[src/ffmd_pkg.sv]
// Shared constants of the freefall/motion event detector
package ffmd_pkg;
    // ------------------------------------------------------------
    // Register offsets
    // ------------------------------------------------------------
    localparam logic [7:0] FFMD_CFG_ADDR = 8'h15;
    localparam logic [7:0] FFMD_SRC_ADDR = 8'h16;
    localparam logic [7:0] FFMD_THS_ADDR = 8'h17;
    localparam logic [7:0] FFMD_CNT_ADDR = 8'h18;

    // ------------------------------------------------------------
    // Field positions
    // ------------------------------------------------------------
    localparam int FFMD_CFG_LATCH_BIT   = 7;
    localparam int FFMD_CFG_COMBINE_BIT = 6;
    localparam int FFMD_CFG_EN_LSB      = 3;
    localparam int FFMD_THS_DBM_BIT     = 7;
    localparam int FFMD_SRC_EVT_BIT     = 7;
    localparam int FFMD_NUM_AXES        = 3;

    // ------------------------------------------------------------
    // Values after reset
    // ------------------------------------------------------------
    localparam logic [7:0] FFMD_CFG_RST = 8'h00;
    localparam logic [7:0] FFMD_THS_RST = 8'h00;
    localparam logic [7:0] FFMD_CNT_RST = 8'h00;
    localparam logic [7:0] FFMD_ZERO8   = 8'h00;
endpackage

[src/ffmd_axis_if.sv]
// Per-axis compare results passed from the comparator to the detector core
`timescale 1ns/1ns
interface ffmd_axis_if #(parameter int N = 3);
    logic [N-1:0] high;
    logic [N-1:0] low;
    logic [N-1:0] neg;
    modport drv (output high, output low, output neg);
    modport rcv (input high, input low, input neg);
endinterface

[src/ffmd_axis_cmp.sv]
// Magnitude and sign compare of every axis sample against the threshold
`timescale 1ns/1ns
module ffmd_axis_cmp #(
    parameter int ACC_W = 8
) (
    // Samples, axis 0 in the low bits
    input  wire logic [3*ACC_W-1:0] acc_all,
    // Unsigned threshold in counts
    input  wire logic [6:0]         thresh,
    // Results
    ffmd_axis_if.drv                res
);
    import ffmd_pkg::*;

    // Absolute value one bit wider so the most negative code does not wrap
    function automatic logic [ACC_W:0] mag(input logic [ACC_W-1:0] v);
        logic [ACC_W:0] ext;
        ext = {v[ACC_W-1], v};
        mag = v[ACC_W-1] ? (~ext + 1'b1) : ext;
    endfunction

    // ------------------------------------------------------------
    // One comparator per axis
    // ------------------------------------------------------------
    genvar g;
    generate
        for (g = 0; g < FFMD_NUM_AXES; g++) begin : g_axis
            logic [ACC_W-1:0] s;
            logic [ACC_W:0]   m;
            logic [ACC_W:0]   t;
            // High above threshold, low below it, equal is neither
            always_comb begin
                s = acc_all[g*ACC_W +: ACC_W];
                m = mag(s);
                t = (ACC_W + 1)'(thresh);
                res.high[g] = m > t;
                res.low[g]  = m < t;
                res.neg[g]  = s[ACC_W-1];
            end
        end
    endgenerate
endmodule

[src/ffmd_core.sv]
// Freefall/motion event detector: registers, debounce counter, event and axis flags
`timescale 1ns/1ns
module ffmd_core #(
    parameter int ACC_W = 8
) (
    // Clock and reset
    input  wire logic                    clk_sys,
    input  wire logic                    rst_n,
    // Sample stream, one tick per output sample
    input  wire logic                    sample_tick,
    input  wire logic signed [ACC_W-1:0] accel_x,
    input  wire logic signed [ACC_W-1:0] accel_y,
    input  wire logic signed [ACC_W-1:0] accel_z,
    // Register port
    input  wire logic [7:0]              reg_addr,
    input  wire logic                    reg_wr_en,
    input  wire logic [7:0]              reg_wdata,
    input  wire logic                    reg_rd_en,
    output logic      [7:0]              reg_rdata,
    // Status
    output logic                         event_active_flag
);
    import ffmd_pkg::*;

    // ------------------------------------------------------------
    // Declarations
    // ------------------------------------------------------------
    logic [7:0] cfg_q;
    logic [7:0] cfg_d;
    logic [7:0] ths_q;
    logic [7:0] ths_d;
    logic [7:0] dbc_q;
    logic [7:0] dbc_d;
    logic [7:0] cnt_q;
    logic [7:0] cnt_d;
    logic       evt_q;
    logic       evt_d;
    logic [5:0] flg_q;
    logic [5:0] flg_d;
    logic [7:0] rdata_q;
    logic [7:0] rdata_d;
    logic [2:0] axis_en;
    logic       any_en;
    logic       latch_en;
    logic       combine_sel;
    logic       dbc_mode;
    logic       cond;
    logic       src_rd;
    logic       set_evt;
    logic [5:0] live;
    logic [5:0] flg_vis;

    ffmd_axis_if #(.N(FFMD_NUM_AXES)) axr ();

    // ------------------------------------------------------------
    // Axis comparators
    // ------------------------------------------------------------
    ffmd_axis_cmp #(.ACC_W(ACC_W)) ffmd_axis_cmp_i (
        .acc_all ({accel_z, accel_y, accel_x}),
        .thresh  (ths_q[6:0]),
        .res     (axr)
    );

    // ------------------------------------------------------------
    // Decoded configuration and detection condition
    // ------------------------------------------------------------
    always_comb begin
        axis_en     = cfg_q[FFMD_CFG_EN_LSB +: 3];
        any_en      = |axis_en;
        latch_en    = cfg_q[FFMD_CFG_LATCH_BIT];
        combine_sel = cfg_q[FFMD_CFG_COMBINE_BIT];
        dbc_mode    = ths_q[FFMD_THS_DBM_BIT];
        src_rd      = reg_rd_en && (reg_addr == FFMD_SRC_ADDR);
        // Disabled axes count as satisfied for AND and as silent for OR
        if (combine_sel) begin
            cond = |(axr.high & axis_en);
        end else begin
            cond = any_en && (&(axr.low | ~axis_en));
        end
        // Flag pairs per axis: high-g above, polarity below
        for (int i = 0; i < FFMD_NUM_AXES; i++) begin
            live[2*i+1]    = axr.high[i] && axis_en[i];
            live[2*i]      = axr.high[i] && axr.neg[i] && axis_en[i];
            flg_vis[2*i+1] = flg_q[2*i+1] && axis_en[i];
            flg_vis[2*i]   = flg_q[2*i] && axis_en[i];
        end
    end

    // ------------------------------------------------------------
    // Configuration registers, written by software
    // ------------------------------------------------------------
    always_comb begin
        cfg_d = cfg_q;
        ths_d = ths_q;
        dbc_d = dbc_q;
        if (reg_wr_en) begin
            unique case (reg_addr)
                FFMD_CFG_ADDR: cfg_d = {reg_wdata[7:3], 3'h0};
                FFMD_THS_ADDR: ths_d = reg_wdata;
                FFMD_CNT_ADDR: dbc_d = reg_wdata;
                default:       cfg_d = cfg_q;
            endcase
        end
    end

    always_ff @(posedge clk_sys) begin
        if (!rst_n) begin
            cfg_q <= FFMD_CFG_RST;
            ths_q <= FFMD_THS_RST;
            dbc_q <= FFMD_CNT_RST;
        end else begin
            cfg_q <= cfg_d;
            ths_q <= ths_d;
            dbc_q <= dbc_d;
        end
    end

    // ------------------------------------------------------------
    // Debounce counter, event flag and axis flags
    // ------------------------------------------------------------
    // A read that meets a fresh event keeps the event; set wins over clear
    always_comb begin
        cnt_d   = cnt_q;
        evt_d   = evt_q;
        flg_d   = flg_q;
        set_evt = 1'b0;
        if (!any_en) begin
            cnt_d = FFMD_ZERO8;
            evt_d = 1'b0;
            flg_d = 6'h00;
        end else begin
            if (sample_tick) begin
                if (cond) begin
                    // Clamp also covers a count lowered under the counter
                    cnt_d = (cnt_q < dbc_q) ? cnt_q + 8'h01 : dbc_q;
                end else if (dbc_mode) begin
                    cnt_d = FFMD_ZERO8;
                end else if (cnt_q != FFMD_ZERO8) begin
                    cnt_d = cnt_q - 8'h01;
                end
                set_evt = cond && (cnt_d == dbc_q);
                if (!latch_en) begin
                    flg_d = live;
                    if (set_evt) begin
                        evt_d = 1'b1;
                    end else if (!cond && (dbc_mode || cnt_d == FFMD_ZERO8)) begin
                        evt_d = 1'b0;
                    end
                end else begin
                    if (!evt_q) begin
                        flg_d = live;           // Frozen once the event is up
                    end
                    if (set_evt) begin
                        evt_d = 1'b1;
                    end
                end
            end
            // Only the latched modes react to a source read
            if (latch_en && src_rd && !set_evt) begin
                evt_d = 1'b0;
                cnt_d = FFMD_ZERO8;
                flg_d = 6'h00;
            end
        end
    end

    always_ff @(posedge clk_sys) begin
        if (!rst_n) begin
            cnt_q <= FFMD_ZERO8;
            evt_q <= 1'b0;
            flg_q <= 6'h00;
        end else begin
            cnt_q <= cnt_d;
            evt_q <= evt_d;
            flg_q <= flg_d;
        end
    end

    // ------------------------------------------------------------
    // Read data, registered so outputs come from flops
    // ------------------------------------------------------------
    // Flags of a disabled axis read as zero even if latched earlier
    always_comb begin
        rdata_d = FFMD_ZERO8;
        if (reg_rd_en) begin
            unique case (reg_addr)
                FFMD_CFG_ADDR: rdata_d = cfg_q;
                FFMD_SRC_ADDR: rdata_d = {evt_q, 1'b0, flg_vis};
                FFMD_THS_ADDR: rdata_d = ths_q;
                FFMD_CNT_ADDR: rdata_d = dbc_q;
                default:       rdata_d = FFMD_ZERO8;
            endcase
        end
    end

    always_ff @(posedge clk_sys) begin
        if (!rst_n) begin
            rdata_q <= FFMD_ZERO8;
        end else begin
            rdata_q <= rdata_d;
        end
    end

    assign reg_rdata         = rdata_q;
    assign event_active_flag = evt_q;

    // ------------------------------------------------------------
    // Assertions
    // ------------------------------------------------------------
    // Write cycles are left out where a new count could legally move state
    AST_CNT_BOUND: assert property (@(posedge clk_sys) disable iff (!rst_n)
        sample_tick && any_en && cond && !reg_wr_en |=> cnt_q <= dbc_q)
        else $error("debounce counter above programmed count");

    AST_DISABLED: assert property (@(posedge clk_sys) disable iff (!rst_n)
        !any_en |=> cnt_q == FFMD_ZERO8 && !evt_q && flg_q == 6'h00)
        else $error("detector active with all axes disabled");

    AST_LATCH_HOLD: assert property (@(posedge clk_sys) disable iff (!rst_n)
        latch_en && any_en && evt_q && !src_rd && !reg_wr_en |=> evt_q)
        else $error("latched event flag dropped without a read");

    AST_READ_CLEAR: assert property (@(posedge clk_sys) disable iff (!rst_n)
        latch_en && any_en && src_rd && !set_evt && !reg_wr_en
        |=> !evt_q && cnt_q == FFMD_ZERO8 && flg_q == 6'h00)
        else $error("latched source read did not clear state");

    AST_LIVE_READ: assert property (@(posedge clk_sys) disable iff (!rst_n)
        !latch_en && any_en && src_rd && !sample_tick && !reg_wr_en
        |=> $stable(evt_q) && $stable(cnt_q) && $stable(flg_q))
        else $error("live mode source read changed state");

    AST_FLAGS_FROZEN: assert property (@(posedge clk_sys) disable iff (!rst_n)
        latch_en && any_en && evt_q && !src_rd && !reg_wr_en |=> $stable(flg_q))
        else $error("latched axis flags changed during event");

    AST_CLEAR_MODE: assert property (@(posedge clk_sys) disable iff (!rst_n)
        sample_tick && any_en && !cond && dbc_mode |=> cnt_q == FFMD_ZERO8)
        else $error("counter not cleared in clear mode");

    AST_DEC_MODE: assert property (@(posedge clk_sys) disable iff (!rst_n)
        sample_tick && any_en && !cond && !dbc_mode && cnt_q != FFMD_ZERO8 && !(latch_en && src_rd)
        |=> cnt_q == $past(cnt_q) - 8'h01)
        else $error("counter did not step down by one");

    // Next state uses the old config, so a write in the same cycle is harmless
    AST_LIVE_DROP: assert property (@(posedge clk_sys) disable iff (!rst_n)
        !latch_en && dbc_mode && sample_tick && any_en && !cond |=> !evt_q)
        else $error("live event flag held after condition ended");

    AST_LIVE_FLAGS: assert property (@(posedge clk_sys) disable iff (!rst_n)
        !latch_en && any_en && sample_tick |=> flg_q == $past(live))
        else $error("live axis flags do not follow compare");

    AST_SET_AT_COUNT: assert property (@(posedge clk_sys) disable iff (!rst_n)
        sample_tick && any_en && cond && cnt_q + 9'h001 >= {1'b0, dbc_q} |=> evt_q)
        else $error("event flag not set at programmed count");

    AST_NO_TICK: assert property (@(posedge clk_sys) disable iff (!rst_n)
        !sample_tick && !src_rd && !reg_wr_en && any_en |=> $stable(cnt_q) && $stable(evt_q))
        else $error("state moved without a sample tick");

    AST_HOLD_DEC: assert property (@(posedge clk_sys) disable iff (!rst_n)
        !latch_en && !dbc_mode && any_en && evt_q && cnt_q > 8'h01 |=> evt_q)
        else $error("event flag dropped before counter ran down");

    AST_LIVE_RUNDOWN: assert property (@(posedge clk_sys) disable iff (!rst_n)
        !latch_en && !dbc_mode && any_en && sample_tick && !cond && cnt_q == 8'h01 |=> !evt_q)
        else $error("live event flag held after counter ran down");

    AST_LATCH_TRACK: assert property (@(posedge clk_sys) disable iff (!rst_n)
        latch_en && any_en && !evt_q && sample_tick && !src_rd |=> flg_q == $past(live))
        else $error("latched axis flags did not track before the event");

    AST_NO_EARLY_SET: assert property (@(posedge clk_sys) disable iff (!rst_n)
        sample_tick && any_en && !evt_q && cnt_q + 9'h001 < {1'b0, dbc_q} |=> !evt_q)
        else $error("event flag set before the debounce count");

    AST_POLARITY_PAIR: assert property (@(posedge clk_sys) disable iff (!rst_n)
        (flg_q & ~(flg_q >> 1) & 6'h15) == 6'h00)
        else $error("polarity flag set without its high-g flag");
endmodule

[config.mk]
export PLATFORM = sky130hd
export DESIGN_NAME = ffmd_core
export DESIGN_NICKNAME = d
export VERILOG_FILES = /design/src/ffmd_pkg.sv /design/src/ffmd_axis_if.sv /design/src/ffmd_axis_cmp.sv /design/src/ffmd_core.sv
export SDC_FILE = /design/constraint.sdc
export NUM_CORES = 1
export LEC_CHECK = 0
export BUFFER_PORTS_ARGS = -buffer_cell sky130_fd_sc_hd__buf_2
export CAP_MARGIN = 20
export CORE_ASPECT_RATIO = 0.75
export CORE_MARGIN = 2
export CORE_UTILIZATION = 58
export CTS_CLUSTER_SIZE = 14
export DETAILED_ROUTE_END_ITERATION = 8
export GPL_TIMING_DRIVEN = 0
export PLACE_DENSITY = 0.82
export SYNTH_ARGS = -nofsm -noshare
export SYNTH_HDL_FRONTEND = slang
export SYNTH_SLANG_ARGS = --single-unit
[constraint.sdc]
create_clock -name clk_sys -period 4.05 [get_ports clk_sys]
set_clock_uncertainty 0.05 [all_clocks]
set_input_delay 0.81 -clock clk_sys [delete_from_list [all_inputs] [get_ports clk_sys]]
set_output_delay 0.81 -clock clk_sys [all_outputs]
set_load 0.05 [all_outputs]
==> impl_metrics.env <==
export IMPL_status="finished clean"
export IMPL_ys_ff_latch=44
export IMPL_regArea_um2=880.8
export IMPL_grt_pass1_vias=3532
export IMPL_cts_tree="done"
export IMPL_cp_end_kind="register"
export IMPL_clock_latency_ns=0.32
export IMPL_cts_resized=0
export IMPL_worstPathRequired_ns=4.20
export IMPL_period_share=0.9202
export IMPL_synth_cells=478
export IMPL_avgSynthCellArea_um2=7.573
export IMPL_leakage_uw=0.001551
export IMPL_cap_violations=0
export IMPL_cp_common_cell="buf_2"
export IMPL_cts_setup_buffers=0
export IMPL_clockRootBuffer="clkbuf_8"
export IMPL_cts_made_buffers=5
export IMPL_hold_viol=0
export IMPL_multi_input_area_um2=2534
export IMPL_grt_pass1_wl_um=16970
export IMPL_crit_start="accel_y[2]"
export IMPL_peakVddDrop_uv=215.2
export IMPL_worstPathMaxFanout=10
export IMPL_setup_viol=0
export IMPL_grt_max_degree=16
export IMPL_period_needed_ns=3.727
export IMPL_drtIter0Drc=286
export IMPL_dieArea_um2=6895
export IMPL_crit_path_cell_trace="buf_2 -> or3_1 -> o31ai_1 -> xnor2_1 -> ha_1 -> a2111o_1 -> o21ai_1 -> o21a_1 -> a31oi_4 -> o221ai_1 -> a21o_1 -> buf_2 -> a21oi_1"
export IMPL_cp_start_kind="input port"
export IMPL_reg2reg_to="cnt_q[2]$_SDFFE_PP0P_"
export IMPL_stdcell_area_um2=4068
export IMPL_max_slew_worst_pin_slew_ns=0.9867
export IMPL_area_growth_pct=12.37
export IMPL_synth_enable_flop_cells=0
export IMPL_synth_fp_nets=557
export IMPL_critical_path_endpoint="cnt_q[2]$_SDFFE_PP0P_"
export IMPL_utilization=0.6876
export IMPL_antennaDiodeCount=0
export IMPL_chipWidth_um=95.22
export IMPL_gp_congestion=1.002
export IMPL_hp_class="reg -> reg"
export IMPL_rsz0062_at_grt="no"
export IMPL_coreArea_um2=5916
export IMPL_wl_per_cell_um=17.15
export IMPL_cts_clk_slew_worst_paths_ns=0.09
export IMPL_ys_types=58
export IMPL_max_stage_delay_ns=0.41
export IMPL_slew_headroom=0.3367
export IMPL_drc=0
export IMPL_dpl_cell_area_um2=3953
export IMPL_place_inst=603
export IMPL_tns_ns=0
export IMPL_synth_fa_ha_area_frac=0.1175
export IMPL_io_buffers=47
export IMPL_antenna_left=0
export IMPL_h_tree_depth=2
export IMPL_grt_total_usage=0.3185
export IMPL_io_pins=54
export IMPL_vias_per_cell=6.249
export IMPL_r2r_setup_slack_ns=0.91
export IMPL_initial_core_util=0.6119
export IMPL_synth_top_flop_cell="dfxtp_1"
export IMPL_synth_top_family_by_area="simple AND/OR/NAND/NOR gates"
export IMPL_cp_slowest_cell="or3_1"
export IMPL_seq_area_frac_synth=0.2433
export IMPL_hpwl_um=8214
export IMPL_fill_cells=505
export IMPL_nNetsFinal=611
export IMPL_drv_slew=0
export IMPL_drt_first_pass_iters=5
export IMPL_synth_mux_area_frac=0.02558
export IMPL_grt_remaining_overflow=0
export IMPL_antenna_found_initial=0
export IMPL_fin_cells=611
export IMPL_synthSimpleGateAreaFrac=0.2658
export IMPL_drive_gt1_frac=0.1276
export IMPL_worst_setup_path_type="in -> reg"
export IMPL_max_freq_ghz=0.2683
export IMPL_arrival_ns=3.87
export IMPL_yosys_warnings=0
export IMPL_num_vias=3818
export IMPL_reg2reg_from="cnt_q[0]$_SDFFE_PP0P_"
export IMPL_p_per_area_nw_per_um2=232.0
export IMPL_postRouteWirelength_um=10480
export IMPL_synthXorXnorAreaFrac=0.08849
export IMPL_clk_path_buf_depth=2
export IMPL_rows=24
export IMPL_chipHeight_um=72.42
export IMPL_cts_sinks=44
export IMPL_r2r_cells=11
export IMPL_synth_compound_area_frac=0.2026
export IMPL_synthArstFlopShare=0
export IMPL_netlist_area_um2=3620
export IMPL_cts_hold_buffers_added=0
==> registers in the layout (all words and copies together) (netlist names) <==
signal and cells:
event_active_flag 1, cnt_q 8, cfg_q 5, ths_q 8, reg_rdata 8, flg_q 6, dbc_q 8
==> layout make-up <==
cell class | instances | share of cell area
clock buffers | 5 | 0.01692
well taps | 78 | 0.02399
inverters | 23 | 0.02122
flip-flops and latches | 44 | 0.2165
multi-input cells | 384 | 0.6229
plain buffers | 27 | 0.02922
repair buffers | 47 | 0.05783
clock inverters | 3 | 0.01138
==> Yosys cell counts (4+ instances only) <==
master / number / share of area
nand2_1: 71 / 0.074
nand2b_1: 7 / 0.012
xnor2_1: 27 / 0.065
xor2_1: 7 / 0.017
dfxtp_1: 44 / 0.24
a22oi_1: 5 / 0.010
o31ai_1: 5 / 0.010
clkbuf_1: 23 / 0.024
nor4_1: 7 / 0.012
nor2_1: 31 / 0.032
nand3_1: 34 / 0.047
and3_1: 4 / 0.0069
o21ai_0: 23 / 0.032
a21oi_1: 22 / 0.030
nor2b_1: 10 / 0.017
nand4_1: 8 / 0.014
a32oi_1: 4 / 0.0097
a21boi_0: 16 / 0.033
a211oi_1: 7 / 0.015
nor3_1: 5 / 0.0069
inv_1: 22 / 0.023
ha_1: 34 / 0.12
mux2i_1: 7 / 0.019
a31oi_1: 8 / 0.014
or3_1: 4 / 0.0069
==> how the worst min path moves through the flow <==
stage / slack [ns] / cells after the start / from / to
after floorplan: 0.40 / 2 / ths_q[5]$_SDFFE_PN0P_ / reg_rdata[5]$_SDFF_PN0_
after global placement: 0.43 / 2 / ths_q[3]$_SDFFE_PN0P_ / ths_q[3]$_SDFFE_PN0P_
after detailed placement: 0.44 / 2 / ths_q[3]$_SDFFE_PN0P_ / ths_q[3]$_SDFFE_PN0P_
after CTS: 0.46 / 2 / ths_q[3]$_SDFFE_PN0P_ / ths_q[3]$_SDFFE_PN0P_
after global routing: 0.49 / 2 / flg_q[4]$_SDFFE_PP0P_ / reg_rdata[4]$_SDFF_PN0_
final: 0.46 / 2 / ths_q[3]$_SDFFE_PN0P_ / ths_q[3]$_SDFFE_PN0P_
==> routing by layer <==
layer / GRT usage / part of all wire / vias to the layer above
met2: 0.4844 / 0.43 / 188
met4: 0.09662 / 0.018 / 0
met3: 0.04569 / 0.090 / 26
met5: 0 / 0 / -
li1: - / - / 1812
met1: 0.4666 / 0.46 / 1792
==> cell families (layout without fill, tap and decap cells) <==
group / Yosys count / after routing
AND/OR/NAND/NOR: 197 / 197
AO/OA/AOI/OAI: 109 / 109
buffers and inverters: 50 / 105
flip-flops: 44 / 44
XOR/XNOR: 35 / 35
adder cells (fa/ha/maj): 34 / 34
multiplexers: 9 / 9
==> placed cells by master, fill, tap and decap left out, types with 4 or more instances in the layout <==
| cell | n |
|---|---|
| a32oi_1 | 4 |
| buf_2 | 49 |
| o21ai_0 | 22 |
| xnor2_1 | 27 |
| a31oi_1 | 8 |
| a21oi_1 | 22 |
| a21boi_0 | 16 |
| inv_1 | 22 |
| or3_1 | 4 |
| ha_1 | 34 |
| nor2_1 | 31 |
| o31ai_1 | 5 |
| nand3_1 | 34 |
| clkbuf_8 | 5 |
| nand4_1 | 8 |
| clkbuf_1 | 23 |
| xor2_1 | 7 |
| nand2b_1 | 7 |
| a211oi_1 | 7 |
| mux2i_1 | 7 |
| dfxtp_1 | 44 |
| nor4_1 | 7 |
| nor3_1 | 5 |
| nand2_1 | 71 |
| a22oi_1 | 5 |
| nor2b_1 | 10 |
| and3_1 | 4 |
==> worst max-delay path: cells and delay by family <==
| kind | cells | cell delay, ns |
|---|---|---|
| AOI/OAI and AO/OA | 8 | 1.91 |
| adders and majority gates | 1 | 0.21 |
| xor gates and xnor gates | 1 | 0.11 |
| buffers and inverters | 2 | 0.40 |
| and+or+nand+nor | 1 | 0.41 |
==> through the flow <==
stage                     hold slack [ns]  power (uW)  worst slack (ns)
after global placement             0.4346       580.2           0.04107
final                              0.4582       943.7            0.3232
after floorplan                    0.3952       537.0            0.5014
after detailed placement           0.4436       588.5          -0.07176
after global routing               0.4893       976.4           0.07111
after CTS                          0.4563       940.4            0.2593
==> power breakdown <==
part	switching, uW	leakage (uW)	internal [uW]
combinational	84.0	0.00114	64.7
clock	176	0.0000548	186
sequential	0.434	0.000354	432
total	260	0.00155	683
Power figures use the tool's default switching activity.
